===== src/design/qed_pkg.sv =====
// package for the quadrature encoder decoder: modes, timing and carrier structs
package qed_pkg;

    // input decode modes
    typedef enum logic [1:0] {
        QED_MODE_QUAD_SE   = 2'h0,
        QED_MODE_QUAD_DIFF = 2'h1,
        QED_MODE_PULSE_DIR = 2'h2,
        QED_MODE_STEPPER   = 2'h3
    } qed_mode_t;

    localparam int unsigned QED_POS_W          = 32;
    localparam logic [31:0] QED_POS_RESET      = 32'h0000_0000;
    localparam int unsigned QED_MAX_CYCLE_HZ   = 3000000;
    localparam int unsigned QED_MAX_COUNT_HZ   = 12000000;
    localparam int unsigned QED_CLK_HZ         = 25000000;
    // least clock cycles between two quadrature counts at the top rate
    localparam int unsigned QED_MIN_COUNT_CYC  = QED_CLK_HZ / QED_MAX_COUNT_HZ;
    // step pulse high time in clock cycles
    localparam int unsigned QED_STEP_HIGH_CYC  = 2;
    localparam logic [1:0]  QED_STEP_CNT_RESET = 2'h0;

    // encoder pins as they arrive
    typedef struct packed {
        logic phase_a_input;
        logic phase_a_complement;
        logic phase_b_input;
        logic phase_b_complement;
        logic index_input;
        logic pulse_input;
        logic dir_input;
    } qed_enc_pins_t;

    // step command towards the amplifier
    typedef struct packed {
        logic step_out;
        logic dir_out;
    } qed_step_t;

endpackage


===== src/design/qed_decoder.sv =====
// per-axis encoder decoder: quadrature, pulse/direction and stepper output
`timescale 1ns/10ps
// What this block does
// - the two phase inputs are decoded into quadrature states giving four counts per cycle.
// - counting stays correct up to 12,000,000 counts per second and the encoder keeps below it.
// - single-ended or differential phase pairs decode to the same count behaviour.
// - an optional index channel acts as a synchronisation reference for the count in the two quadrature modes.
// - in pulse/direction mode each pulse counts one step in the given direction.
// - in stepper mode no encoder is used and step and direction are driven out.
module qed_decoder (
    // clock and reset
    input  wire logic                         core_clk,
    input  wire logic                         reset,
    // configuration, same clock domain
    input  wire qed_pkg::qed_mode_t           mode,
    input  wire logic                         index_enable,
    input  wire logic                         index_clear,
    // encoder pins, asynchronous
    input  wire qed_pkg::qed_enc_pins_t       enc_pins,
    // stepper command from motion logic, same clock domain
    input  wire logic                         step_request,
    input  wire logic                         step_dir,
    // results
    output logic [qed_pkg::QED_POS_W-1:0]     position,
    output logic [qed_pkg::QED_POS_W-1:0]     index_position,
    output logic                              index_seen,
    output logic                              quad_error,
    output qed_pkg::qed_step_t                step_cmd,
    output logic                              step_busy
);
    import qed_pkg::*;

    ////////////////////////////////////////////////////////////////////////////
    // synchronise every pin before use
    qed_enc_pins_t pins_s;

    qed_sync #(.WIDTH($bits(qed_enc_pins_t))) u_sync (
        .core_clk (core_clk),
        .reset    (reset),
        .async_in (enc_pins),
        .sync_out (pins_s)
    );

    ////////////////////////////////////////////////////////////////////////////
    // phase recovery
    logic phase_a;
    logic phase_b;
    logic diff_a_ok;
    logic diff_b_ok;

    // a differential pair is trusted only while its halves disagree
    assign diff_a_ok = pins_s.phase_a_input ^ pins_s.phase_a_complement;
    assign diff_b_ok = pins_s.phase_b_input ^ pins_s.phase_b_complement;
    assign phase_a   = pins_s.phase_a_input;
    assign phase_b   = pins_s.phase_b_input;

    logic       pair_ok;
    logic       quad_mode;
    assign quad_mode = (mode == QED_MODE_QUAD_SE) || (mode == QED_MODE_QUAD_DIFF);
    assign pair_ok   = (mode != QED_MODE_QUAD_DIFF) || (diff_a_ok && diff_b_ok);

    ////////////////////////////////////////////////////////////////////////////
    // quadrature state tracking
    logic [1:0] state_q;
    logic [1:0] state_now;
    logic       step_up;
    logic       step_down;
    logic       illegal;

    assign state_now = {phase_a, phase_b};

    // gray sequence 00 -> 10 -> 11 -> 01 counts up, reverse counts down
    always_comb begin
        step_up   = 1'b0;
        step_down = 1'b0;
        illegal   = 1'b0;
        case ({state_q, state_now})
            4'b0010, 4'b1011, 4'b1101, 4'b0100: step_up   = 1'b1;
            4'b0001, 4'b0111, 4'b1110, 4'b1000: step_down = 1'b1;
            4'b0011, 4'b1100, 4'b0110, 4'b1001: illegal   = 1'b1;
            default: ;
        endcase
    end

    // a bad pair holds the last state so no false edge is taken
    always_ff @(posedge core_clk or posedge reset) begin
        if (reset) begin
            state_q <= 2'h0;
        end else if (pair_ok) begin
            state_q <= state_now;
        end
    end

    // one clock period is well under the 83 ns spacing of counts at the top rate,
    // so every legal state change is seen once
    logic quad_inc;
    logic quad_dec;
    assign quad_inc = quad_mode && pair_ok && step_up;
    assign quad_dec = quad_mode && pair_ok && step_down;

    // sticky until reset; tells software the input outran the sampler
    always_ff @(posedge core_clk or posedge reset) begin
        if (reset) begin
            quad_error <= 1'b0;
        end else if (quad_mode && pair_ok && illegal) begin
            quad_error <= 1'b1;
        end
    end

    ////////////////////////////////////////////////////////////////////////////
    // pulse and direction input
    logic pulse_q;
    logic pulse_rise;

    always_ff @(posedge core_clk or posedge reset) begin
        if (reset) begin
            pulse_q <= 1'b0;
        end else begin
            pulse_q <= pins_s.pulse_input;
        end
    end

    assign pulse_rise = (mode == QED_MODE_PULSE_DIR) && pins_s.pulse_input && !pulse_q;

    ////////////////////////////////////////////////////////////////////////////
    // stepper output, open loop
    typedef enum logic [1:0] {
        QED_ST_IDLE = 2'b00,
        QED_ST_HIGH = 2'b01,
        QED_ST_LOW  = 2'b11
    } qed_step_state_t;

    qed_step_state_t step_state_q;
    logic [1:0]      step_cnt_q;
    logic            step_go;

    assign step_go   = (mode == QED_MODE_STEPPER) && step_request && (step_state_q == QED_ST_IDLE);
    assign step_busy = (step_state_q != QED_ST_IDLE);

    always_ff @(posedge core_clk or posedge reset) begin
        if (reset) begin
            step_state_q <= QED_ST_IDLE;
            step_cnt_q   <= QED_STEP_CNT_RESET;
            step_cmd     <= '0;
        end else begin
            case (step_state_q)
                QED_ST_IDLE: begin
                    if (step_go) begin
                        step_cmd.dir_out <= step_dir;
                        step_state_q     <= QED_ST_HIGH;
                        step_cnt_q       <= QED_STEP_CNT_RESET;
                    end
                end
                QED_ST_HIGH: begin
                    // direction is set a cycle ahead of the rising step edge
                    step_cmd.step_out <= 1'b1;
                    step_cnt_q        <= step_cnt_q + 2'h1;
                    if (step_cnt_q == 2'(QED_STEP_HIGH_CYC - 1)) begin
                        step_state_q <= QED_ST_LOW;
                        step_cnt_q   <= QED_STEP_CNT_RESET;
                    end
                end
                QED_ST_LOW: begin
                    step_cmd.step_out <= 1'b0;
                    step_cnt_q        <= step_cnt_q + 2'h1;
                    if (step_cnt_q == 2'(QED_STEP_HIGH_CYC - 1)) begin
                        step_state_q <= QED_ST_IDLE;
                    end
                end
                default: begin
                    step_state_q <= QED_ST_IDLE;
                end
            endcase
        end
    end

    logic step_taken;
    assign step_taken = step_go;

    ////////////////////////////////////////////////////////////////////////////
    // position counter
    logic count_up;
    logic count_down;

    always_comb begin
        count_up   = 1'b0;
        count_down = 1'b0;
        case (mode)
            QED_MODE_QUAD_SE, QED_MODE_QUAD_DIFF: begin
                count_up   = quad_inc;
                count_down = quad_dec;
            end
            QED_MODE_PULSE_DIR: begin
                count_up   = pulse_rise && !pins_s.dir_input;
                count_down = pulse_rise && pins_s.dir_input;
            end
            QED_MODE_STEPPER: begin
                // position follows the commanded steps, no feedback needed
                count_up   = step_taken && !step_dir;
                count_down = step_taken && step_dir;
            end
            default: ;
        endcase
    end

    ////////////////////////////////////////////////////////////////////////////
    // index reference
    logic index_q;
    logic index_rise;

    always_ff @(posedge core_clk or posedge reset) begin
        if (reset) begin
            index_q <= 1'b0;
        end else begin
            index_q <= pins_s.index_input;
        end
    end

    assign index_rise = index_enable && quad_mode && pins_s.index_input && !index_q;

    // the index edge zeroes the count so position is referenced to the mark
    always_ff @(posedge core_clk or posedge reset) begin
        if (reset) begin
            position <= QED_POS_RESET;
        end else if (index_rise) begin
            position <= QED_POS_RESET;
        end else if (count_up) begin
            position <= position + 32'h0000_0001;
        end else if (count_down) begin
            position <= position - 32'h0000_0001;
        end
    end

    // latch of the count just before the reference; set wins over clear
    always_ff @(posedge core_clk or posedge reset) begin
        if (reset) begin
            index_position <= QED_POS_RESET;
            index_seen     <= 1'b0;
        end else if (index_rise) begin
            index_position <= position;
            index_seen     <= 1'b1;
        end else if (index_clear) begin
            index_seen <= 1'b0;
        end
    end

endmodule


===== src/design/qed_sync.sv =====
// two flip-flop synchroniser, one per input bit
`timescale 1ns/10ps
module qed_sync #(
    parameter int unsigned WIDTH = 7
) (
    // clock and reset
    input  wire logic             core_clk,
    input  wire logic             reset,
    // data
    input  wire logic [WIDTH-1:0] async_in,
    output logic      [WIDTH-1:0] sync_out
);
    logic [WIDTH-1:0] meta_q;

    // the first stage feeds only the second one
    generate
        for (genvar i = 0; i < WIDTH; i++) begin : g_bit
            always_ff @(posedge core_clk or posedge reset) begin
                if (reset) begin
                    meta_q[i]   <= 1'b0;
                    sync_out[i] <= 1'b0;
                end else begin
                    meta_q[i]   <= async_in[i];
                    sync_out[i] <= meta_q[i];
                end
            end
        end
    endgenerate
endmodule


===== config.mk =====
export PLATFORM = sky130hd
export DESIGN_NAME = qed_decoder
export DESIGN_NICKNAME = d
export VERILOG_FILES = /design/src/design/qed_pkg.sv /design/src/design/qed_decoder.sv /design/src/design/qed_sync.sv
export SDC_FILE = /design/constraint.sdc
export NUM_CORES = 1
export LEC_CHECK = 0
export BUFFER_PORTS_ARGS = -buffer_cell sky130_fd_sc_hd__buf_2
export CAP_MARGIN = 30
export CORE_MARGIN = 3
export CORE_UTILIZATION = 35
export CTS_CLUSTER_DIAMETER = 50
export CTS_CLUSTER_SIZE = 16
export DETAILED_ROUTE_END_ITERATION = 10
export GPL_TIMING_DRIVEN = 0
export PLACE_DENSITY = 0.53
export SLEW_MARGIN = 20
export SYNTH_ARGS = -nofsm -noshare
export SYNTH_HDL_FRONTEND = slang
export SYNTH_SLANG_ARGS = --single-unit

===== constraint.sdc =====
create_clock -name core_clk -period 4.15 [get_ports core_clk]
set_input_delay 0 -clock core_clk [delete_from_list [all_inputs] [get_ports core_clk]]
set_output_delay 0 -clock core_clk [all_outputs]
set_load 0.01 [all_outputs]

==> results of run 1 <==
## worst paths after layout
path,start,endpoint,cells past startpoint
max,u_sync.sync_out[6],position[24],16
min,step_request,step_cnt_q[0],4
max reg2reg,u_sync.sync_out[6],position[24],16
min reg2reg,u_sync.meta_q[1],u_sync.sync_out[1],0
max in group asynchronous,reset,position[22],4
min in group asynchronous,reset,step_state_q[0],3
## cell families after synthesis
kind of cell	count (synthesis)	synth area share
mux	4	0.00904
simple gates	198	0.171
fa+ha+maj	33	0.0844
flops	90	0.452
xor+xnor	35	0.0616
compound gates	142	0.191
buf+inv	40	0.0314
## layer usage
metal	vias to the layer above	global-route usage	wire (um)
li1	2101	-	-
met1	1977	0.230	6030
met2	73	0.251	5620
met3	12	0.0422	484
met4	0	0.0491	178
met5	-	0	0
## registers in the layout (all words and copies together) (netlist names)
signal	cells
u_sync.meta_q	7
position	32
index_seen	1
index_position	32
state_q	2
u_sync.sync_out	7
index_q	1
quad_error	1
step_state_q	2
step_cnt_q	2
pulse_q	1
step_cmd	2
## layout make-up
class,instances,share of cell area
Buffer,22,0.0145
Clock buffer,9,0.0368
Clock inverter,7,0.0125
Inverter,18,0.0119
Multi-Input combinational cell,412,0.424
Sequential cell,90,0.368
Tap cell,176,0.0360
Timing Repair Buffer,98,0.0969
## per-stage QoR
step           hold slack (ns)  utilization  setup TNS, ns
2_1_floorplan           0.0314            -              0
3_3_place_gp             0.108        0.414          -7.87
3_5_place_dp           -0.0561        0.419              0
4_1_cts                 0.0176        0.450              0
5_1_grt                 0.0676        0.451              0
6_report                0.0329        0.451              0
## power groups by stage
stage	sequential [mW]	combinational, mW	clock [mW]
finish	1.46	2.88	0.849
global route	1.52	3.24	0.909
CTS	1.47	2.88	0.877
detailed placement	1.48	2.84	0
global placement	1.47	2.81	0
floorplan	1.56	1.96	0
## worst max-delay path, delay by kind of cell (launching register included)
kind,cells,cell delay [ns]
simple gates,2,0.44
fa+ha+maj,1,0.37
xor+xnor,2,0.31
compound gates,9,1.85
buf+inv,2,0.25
flops,1,0.44
## cell usage in the layout, fill, tap and decap left out, drive strengths merged, types with 5 or more instances in the layout
| master | instances |
|---|---|
| ha | 32 |
| nor2 | 22 |
| xor2 | 16 |
| o31ai | 8 |
| a21oi | 34 |
| nand2 | 141 |
| clkbuf | 27 |
| a211oi | 6 |
| buf | 92 |
| o21a | 5 |
| xnor2 | 19 |
| o21ai | 46 |
| a21o | 12 |
| dfrtp | 90 |
| inv | 20 |
| nand3 | 7 |
| dlygate4sd3 | 10 |
## repair_timing
item,CTS,global route
pin swaps,0,2
hold buffers,10,0
buffers inserted,0,3
endpoints found under the setup margin,2,6
hold endpoints to repair,99,0
gates resized for setup,2,0
==> metrics.cfg, run 1 <==
[route]
wl_um = 12300
via_count = 4163
drc = 0
vias_per_cell = 5.00
drtIter0Drc = 166
first_pass_iters = 5
ant_nets = 0
routedWlPerCell_um = 14.8

[placement]
dpl.cell_count = 803
gp_congestion = 0.857
dpl_cell_area_um2 = 5680
io_buffers = 83
post-place-ws_ns = 0.00244
hpwl_um = 8950

[floorplan]
coreArea_um2 = 13600
rows = 42
start_util = 0.367
die_h_um = 125
die_x_um = 125
dieArea_um2 = 15700
pin_count = 84

[worst_setup_path]
crit_type = flop to flop
cp_max_fo = 21
critPathCaptureType = flop
slowest_delay_ns = 0.44
rrSetupSlack_ns = 0.34
cpMostUsedCell = xnor2_1
crit_arrival_ns = 4.03
required_ns = 4.37
crit_path_top_delay_cell = dfrtp_1
startpoint_type = flop
worstPathCellList = xnor2_1 > o21ai_0 > and2b_1 > a31oi_4 > buf_16 > inv_1 > fa_1 > nor2b_1 > o211ai_1 > a211oi_2 > a21o_1 > a311oi_1 > o311ai_1 > a21oi_1 > xnor2_1 > o21ai_1

[pwr]
p_int_mw = 2.91
clockPowerShare = 0.164
total_power_mw = 5.19
power_frac_comb = 0.555
p_per_area_nw_per_um2 = 848
power_switching_mw = 2.28
ir_worst_vdd_uv = 323
p_leak_nw = 3.01
netSwitchingFraction = 0.440
p_seq_frac = 0.281

[yosys]
yosysTopAreaCell = dfrtp_1
synth.most_common_cell = nand2_1
ys_types = 58
ys.flop_type = dfrtp_1
synth_top_area_share = 0.452
ys_seq_elements = 90
seq_area_frac_synth = 0.452
syn_area_um2 = 4980
synth-edff-count = 0
synth_area_per_cell_um2 = 9.19
synth_area_leaders = dfrtp_1 45%, nand2_1 11%, ha_1 8.0%
synth_commonest_cells = 141 x nand2_1, 90 x dfrtp_1, 39 x o21ai_0
yosys_warnings = 0
async_reset_ff_frac = 1.00
syn_inst = 542
syn_nets = 590

[clocking]
clk_pin_slew_ns = 0.07
cts_buffer_depth = 2
root_buffer = clkbuf_16
htree_levels = 3
clock-sinks = 90
insertion_delay_ns = 0.35
numCtsBuffers = 9
cts_tree = yes

[timing]
slew_viol_final = 0
period_share = 0.919
finalClockSkew_ns = 0.0150
rsz0062_at_grt = false
fmax_mhz = 262
relSlewSlack = 0.596
finalHoldViolCount = 0
setup_viol = 0
period_needed_ns = 3.81
worst_pin_slew_ns = 0.606
postLayoutSetupSlackWorst_ns = 0.337

[worst_hold_path]
hold_class = input port to flop

[layout]
final_cell_area_um2 = 6120
area_growth_pct = 22.9
fillers = 1357
regArea_um2 = 2250
finalNonFillerCells = 832
n_antenna_cell = 0
layout.nets = 699
layout-drive-gt1-share = 0.200
multi_input_area_um2 = 2590

[run]
maxCapViolCount = 0

[global_route]
grt_start_max_net_pins = 74
overflow = 0
grt_pass1_vias = 4129
grt_usage = 0.164
grt_pass1_wl_um = 21100
antenna_found_initial = 0

[outcome]
status = completed

Power figures use the tool's default switching activity.
==> inputs of run 2 (changes only) <==
--- a/config.mk
+++ b/config.mk
@@ -7,13 +7,15 @@
 export LEC_CHECK = 0
 export BUFFER_PORTS_ARGS = -buffer_cell sky130_fd_sc_hd__buf_2
 export CAP_MARGIN = 30
+export CELL_PAD_IN_SITES_DETAIL_PLACEMENT = 2
+export CELL_PAD_IN_SITES_GLOBAL_PLACEMENT = 2
 export CORE_MARGIN = 3
-export CORE_UTILIZATION = 35
+export CORE_UTILIZATION = 31
 export CTS_CLUSTER_DIAMETER = 50
 export CTS_CLUSTER_SIZE = 16
 export DETAILED_ROUTE_END_ITERATION = 10
 export GPL_TIMING_DRIVEN = 0
-export PLACE_DENSITY = 0.53
+export PLACE_DENSITY = 0.73
 export SLEW_MARGIN = 20
 export SYNTH_ARGS = -nofsm -noshare
 export SYNTH_HDL_FRONTEND = slang
==> run 2 against run 1 <==
Against the previous run:
- global-route usage grew 1.9 points
- sequential share of layout area shrank 0.19 points
- setup slack lost 0.21 ns
- core utilization shrank 5.4 points
- largest cell class unchanged
- die area grew 12%
- fmax shrank 5.3%
==> metrics.cfg, run 2 (synthesis results as in run 1) <==
[outcome]
status = completed

[layout]
area_growth_pct = 23.6
reg.largest.list = index_position: 32 flops, position: 32 flops
n_antenna_cell = 0  ; unchanged
layout-drive-gt1-share = 0.205  ; +0.00520
most-common-layout-cells = 141 x nand2_1, 90 x dfrtp_1, 87 x buf_2, 39 x o21ai_0
layout.nets = 697  ; -0.29%
fillers = 1744  ; +29%
final_cell_area_um2 = 6150  ; +0.53%
finish.utilization = 0.397  ; -0.0540
final_common_cell = nand2_1

[floorplan]
coreArea_um2 = 15500  ; +14%
rows = 45  ; +7.1%
dieArea_um2 = 17600  ; +12%
die_h_um = 133  ; +6.0%
die_x_um = 133  ; +6.0%
pin_count = 84  ; unchanged
start_util = 0.322  ; -0.0457

[route]
drc = 0  ; unchanged
wl_um = 15500  ; +26%
vias_per_cell = 5.08  ; +1.5%
drtIter0Drc = 101  ; -39%
via_count = 4395  ; +5.6%
routedWlPerCell_um = 17.9  ; +21%
ant_nets = 0  ; unchanged
first_pass_iters = 4  ; -1

[timing]
relSlewSlack = 0.608  ; +0.0121
setup_viol = 0  ; unchanged
worst_pin_slew_ns = 0.588  ; -0.0181 ns
finalHoldViolCount = 0  ; unchanged
period_needed_ns = 4.03  ; +0.214 ns
fmax_mhz = 248  ; -5.3%
period_share = 0.970  ; +0.0515
slew_viol_final = 0  ; unchanged
finalClockSkew_ns = 0.00877  ; -0.00627 ns

[clocking]
root_buffer = clkbuf_16
htree_levels = 3  ; unchanged
cts_tree = yes
clk_pin_slew_ns = 0.07  ; about the same
insertion_delay_ns = 0.36  ; about the same
numCtsBuffers = 9  ; unchanged
cts_buffer_depth = 2  ; unchanged
clock-sinks = 90  ; unchanged

[placement]
gp_congestion = 0.849  ; -0.89%
hpwl_um = 11500  ; +29%
dpl_cell_area_um2 = 5730  ; +0.77%
io_buffers = 83  ; unchanged

[worst_setup_path]
startpoint_type = flop
cp-startpoint = step_state_q[1]
timing.rr.start = step_state_q[1]
crit_type = flop to flop
critPathCaptureType = flop
rrSetupSlack_ns = 0.12  ; -0.21 ns
required_ns = 4.42  ; +0.05 ns
cp_max_fo = 18  ; -14%
crit_arrival_ns = 4.29  ; +0.26 ns

[worst_hold_path]
hold_class = input port to flop
worstHoldStart = step_request

[global_route]
grt_usage = 0.183  ; +0.0191
antenna_found_initial = 0  ; unchanged
grt_pass1_wl_um = 25900  ; +23%
overflow = 0  ; unchanged
grt_start_max_net_pins = 47  ; -36%
grt_pass1_vias = 4821  ; +17%

[run]
maxCapViolCount = 0  ; unchanged

[pwr]
p_leak_nw = 3.00  ; -0.23%
p_per_area_nw_per_um2 = 867  ; +2.3%
ir_worst_vdd_uv = 257  ; -20%

[run 2: path summary, 6_finish.rpt]
check / to / cells after the start
max reg2reg: position[30] / 14
min in group asynchronous: index_position[6] / 3
max: position[30] / 14
min: step_cnt_q[0] / 4
max in group asynchronous: position[28] / 4
min reg2reg: u_sync.sync_out[4] / 0
[run 2: routing by layer]
layer  routed length, um  track usage  share of wire
met5                   0            0              0
met4                 260       0.0543          0.017
met3                 400       0.0316          0.026
met2                7790        0.317           0.50
met1                7000        0.235           0.45
[run 2: worst max-delay path, stage by stage (launching register included)]
cell and delay, ns:
dfrtp_1 0.46, or2_2 0.35, o32ai_1 0.38, a31oi_4 0.09, buf_16 0.20, ha_1 0.34
nor2b_2 0.21, o211ai_1 0.33, a211oi_2 0.16, a211oi_2 0.42, o21ai_1 0.26, a31oi_2 0.31
o21ai_1 0.12, xnor2_1 0.13, o21ai_0 0.16
[run 2: cell type report]
type                            instances  area (um2)  share of cell area
Sequential cell                        90        2250               0.366
Inverter                               18        72.6              0.0118
Buffer                                 19        77.6              0.0126
Tap cell                              211         264              0.0429
Timing Repair Buffer                   99         601              0.0976
Clock buffer                           10         229              0.0372
Multi-Input combinational cell        412        2610               0.424
Clock inverter                          6        50.0             0.00813
[run 2: repair_timing]
item	4_1_cts	5_1_grt
hold buffers	10	0
resized for setup	1	4
setup buffers	2	2
pin swaps	1	4
setup endpoints to repair	5	4
endpoints found under the hold margin	53	0
[run 2: power breakdown]
group          internal, mW  leakage, nW  switching, mW
logic                  1.27         1.75           1.79
registers              1.19         1.11          0.289
clock network         0.415        0.135          0.386
total                  2.88         3.00           2.46
[run 2: through the flow]
step	setup TNS (ns)	total power [mW]	hold WS (ns)	worst slack [ns]	instances
after global routing	-0.0882	5.86	0.0654	-0.0602	865
after floorplan	0	3.52	0.0314	0.282	542
final	0	5.34	0.0248	0.124	865
after global placement	-9.83	4.32	0.111	-0.938	836
after detailed placement	-0.605	4.49	0.0727	-0.270	838
after CTS	0	5.36	0.0126	0.0672	866
==> inputs of run 3 (changes only) <==
--- a/config.mk
+++ b/config.mk
@@ -6,9 +6,10 @@
 export NUM_CORES = 1
 export LEC_CHECK = 0
 export BUFFER_PORTS_ARGS = -buffer_cell sky130_fd_sc_hd__buf_2
-export CAP_MARGIN = 30
+export CAP_MARGIN = 20
 export CELL_PAD_IN_SITES_DETAIL_PLACEMENT = 2
 export CELL_PAD_IN_SITES_GLOBAL_PLACEMENT = 2
+export CORE_ASPECT_RATIO = 1.2
 export CORE_MARGIN = 3
 export CORE_UTILIZATION = 31
 export CTS_CLUSTER_DIAMETER = 50
@@ -16,6 +17,7 @@
 export DETAILED_ROUTE_END_ITERATION = 10
 export GPL_TIMING_DRIVEN = 0
 export PLACE_DENSITY = 0.73
+export RECOVER_POWER = 25
 export SLEW_MARGIN = 20
 export SYNTH_ARGS = -nofsm -noshare
 export SYNTH_HDL_FRONTEND = slang
==> run 3 against run 2 <==
Against the previous run:
- the run now ends with max-capacitance violations, max-slew violations left
- die area hardly changed
- setup slack better by 0.12 ns
- final cell count fell by 0.23%
- first-iteration DRC count up 50%
- sequential share of layout area fell by 0.19 points
==> metrics.cfg, run 3 (synthesis results as in run 1) <==
[timing]
setup_viol = 0  ; unchanged
tns_ns = 0  ; unchanged
finalClockSkew_ns = 0.00823  ; -0.000535 ns
worst_pin_slew_ns = 1.70  ; +1.11 ns
period_needed_ns = 3.91  ; -0.121 ns
rsz0062_at_grt = false
relSlewSlack = -0.134  ; -0.742
slew_viol_final = 65  ; +65
fmax_mhz = 256  ; +3.1%
finalHoldViolCount = 0  ; unchanged
period_share = 0.941  ; -0.0292

[layout]
regArea_um2 = 2250  ; unchanged
layout-drive-gt1-share = 0.211  ; +0.00579
final_cell_area_um2 = 6180  ; +0.51%
finish.utilization = 0.394  ; -0.00355
area_growth_pct = 24.2
final_common_cell = nand2_1
n_antenna_cell = 0  ; unchanged
most-common-layout-cells = 141 x nand2_1, 90 x dfrtp_1, 87 x buf_2, 38 x o21ai_0, 32 x ha_1
reg.largest.list = index_position: 32 flops, position: 32 flops
fillers = 1770  ; +1.5%
layout.nets = 698  ; +0.14%
multi_input_area_um2 = 2650  ; +1.7%

[placement]
hpwl_um = 11200  ; -3.2%
io_buffers = 83  ; unchanged
dpl_cell_area_um2 = 5710  ; -0.28%
gp_congestion = 0.838  ; -1.3%

[worst_setup_path]
cpMostUsedCell = o21ai_0
crit_type = flop to flop
critPathBufInv = 2  ; +1
critical-path-top-delay-family = compound AO/OA/AOI/OAI gates
startpoint_type = flop
crit_path_top_delay_cell = dfrtp_1
critPathCaptureType = flop
cp_max_fo = 13  ; -5
worstPathCellList = or2_2 > o32ai_4 > a31oi_4 > buf_8 > ha_1 > clkbuf_1 > a21o_1 > a21oi_1 > o21ai_0 > a211oi_2 > o21ai_2 > a31oi_2 > o21ai_1 > xnor2_1 > o21ai_0
required_ns = 4.38  ; -0.04 ns
crit_arrival_ns = 4.14  ; -0.15 ns
slowest_delay_ns = 0.47  ; about the same

[floorplan]
pin_count = 84  ; unchanged
dieArea_um2 = 17600  ; about the same
die_x_um = 122  ; -8.3%
die_h_um = 145  ; +9.1%
rows = 50  ; +11%
coreArea_um2 = 15700  ; +1.4%
start_util = 0.317  ; -0.00448

[clocking]
htree_levels = 3  ; unchanged
clk_pin_slew_ns = 0.07  ; about the same
root_buffer = clkbuf_16
cts_tree = yes
insertion_delay_ns = 0.36  ; about the same
numCtsBuffers = 9  ; unchanged
cts_buffer_depth = 2  ; unchanged
clock-sinks = 90  ; unchanged

[pwr]
p_leak_nw = 2.99  ; -0.23%
p_seq_frac = 0.273  ; -0.004
power_switching_mw = 2.48  ; +0.84%
power_frac_comb = 0.561  ; -0.012
ir_worst_vdd_uv = 238  ; -7.5%
p_per_area_nw_per_um2 = 877  ; +1.2%
clockPowerShare = 0.166  ; +0.016
p_int_mw = 2.95  ; +2.4%
netSwitchingFraction = 0.457  ; -0.00375

[route]
drtIter0Drc = 151  ; +50%
vias_per_cell = 5.08  ; about the same
drc = 0  ; unchanged
ant_nets = 0  ; unchanged
first_pass_iters = 4  ; unchanged
via_count = 4381  ; -0.32%
routedWlPerCell_um = 18.3  ; +2.3%
wl_um = 15800  ; +2.1%

[global_route]
antenna_found_initial = 0  ; unchanged
overflow = 0  ; unchanged
grt_usage = 0.191  ; +0.00840
grt_start_max_net_pins = 65  ; +38%
grt_pass1_vias = 4952  ; +2.7%
grt_pass1_wl_um = 26500  ; +2.2%

[outcome]
status = finished, violations left
violations = max-capacitance violations, max-slew violations

[run]
maxCapViolCount = 1  ; +1

[worst_hold_path]
hold_class = input port to flop

-- run 3: cell count changes in the layout (fill, tap and decap cells not counted), sizes merged --
cell	change
a31oi	+1
buf	-4
bufinv	+1
clkbuf	+4
clkinv	-2
clkinvlp	+1
-- run 3: cell type report --
class                   instances  area share
clock inverters                 6      0.0129
plain buffers                  22      0.0144
clock buffers                  10      0.0386
repair buffers                 96      0.0878
flip-flops and latches         90       0.364
well taps                     208      0.0421
multi-input cells             413       0.429
inverters                      18      0.0111
-- run 3: timing repair --
action                     CTS  global route
pin swaps                    1             3
setup endpoints to repair    7             5
gates cloned                 1             0
hold buffers                10             0
hold endpoints to repair    99             0
resized for setup            3             9
setup buffers                1             0
-- run 3: routing by layer --
layer  wire [um]  up-vias  track usage
met5           0        -            0
met4         275        0       0.0590
met3         425       19       0.0284
met2        8080       69        0.342
met1        6990     2202        0.239
li1            -     2091            -
-- run 3: power by group through the flow --
stage	Combinational, mW	Sequential [mW]	Clock (mW)
CTS	3.03	1.49	0.923
global route	3.45	1.54	0.963
global placement	2.83	1.48	0
detailed placement	2.96	1.50	0
finish	3.05	1.48	0.902
floorplan	1.96	1.56	0
-- run 3: worst reg2reg max path, cell delays in order (launching register included) --
cell      delay, ns
dfrtp_1        0.47
or2_2          0.38
o32ai_4        0.35
a31oi_4        0.11
buf_8          0.23
ha_1           0.28
clkbuf_1       0.20
a21o_1         0.25
a21oi_1        0.18
o21ai_0        0.14
a211oi_2       0.41
o21ai_2        0.16
a31oi_2        0.25
o21ai_1        0.11
xnor2_1        0.16
o21ai_0        0.10
-- run 3: worst paths after layout --
path,startpoint,to,slack (ns),cells after the start
min reg2reg,u_sync.meta_q[4],u_sync.sync_out[4],0.35,0
max,step_state_q[1],position[30],0.24,15
max in group asynchronous,reset,index_position[15],1.49,4
min in group asynchronous,reset,u_sync.meta_q[2],0.45,3
max reg2reg,step_state_q[1],position[30],0.24,15
min,step_request,step_cnt_q[0],0.06,4
-- run 3: metrics by stage --
stage | power, mW | hold slack (ns) | instances | setup slack [ns]
floorplan | 3.52 | 0.0314 | 542 | 0.282
global placement | 4.31 | 0.110 | 833 | -0.971
detailed placement | 4.45 | -0.0148 | 835 | -0.320
CTS | 5.44 | 0.0554 | 863 | 0.00567
global route | 5.95 | 0.132 | 863 | 0.00738
finish | 5.43 | 0.0583 | 863 | 0.245
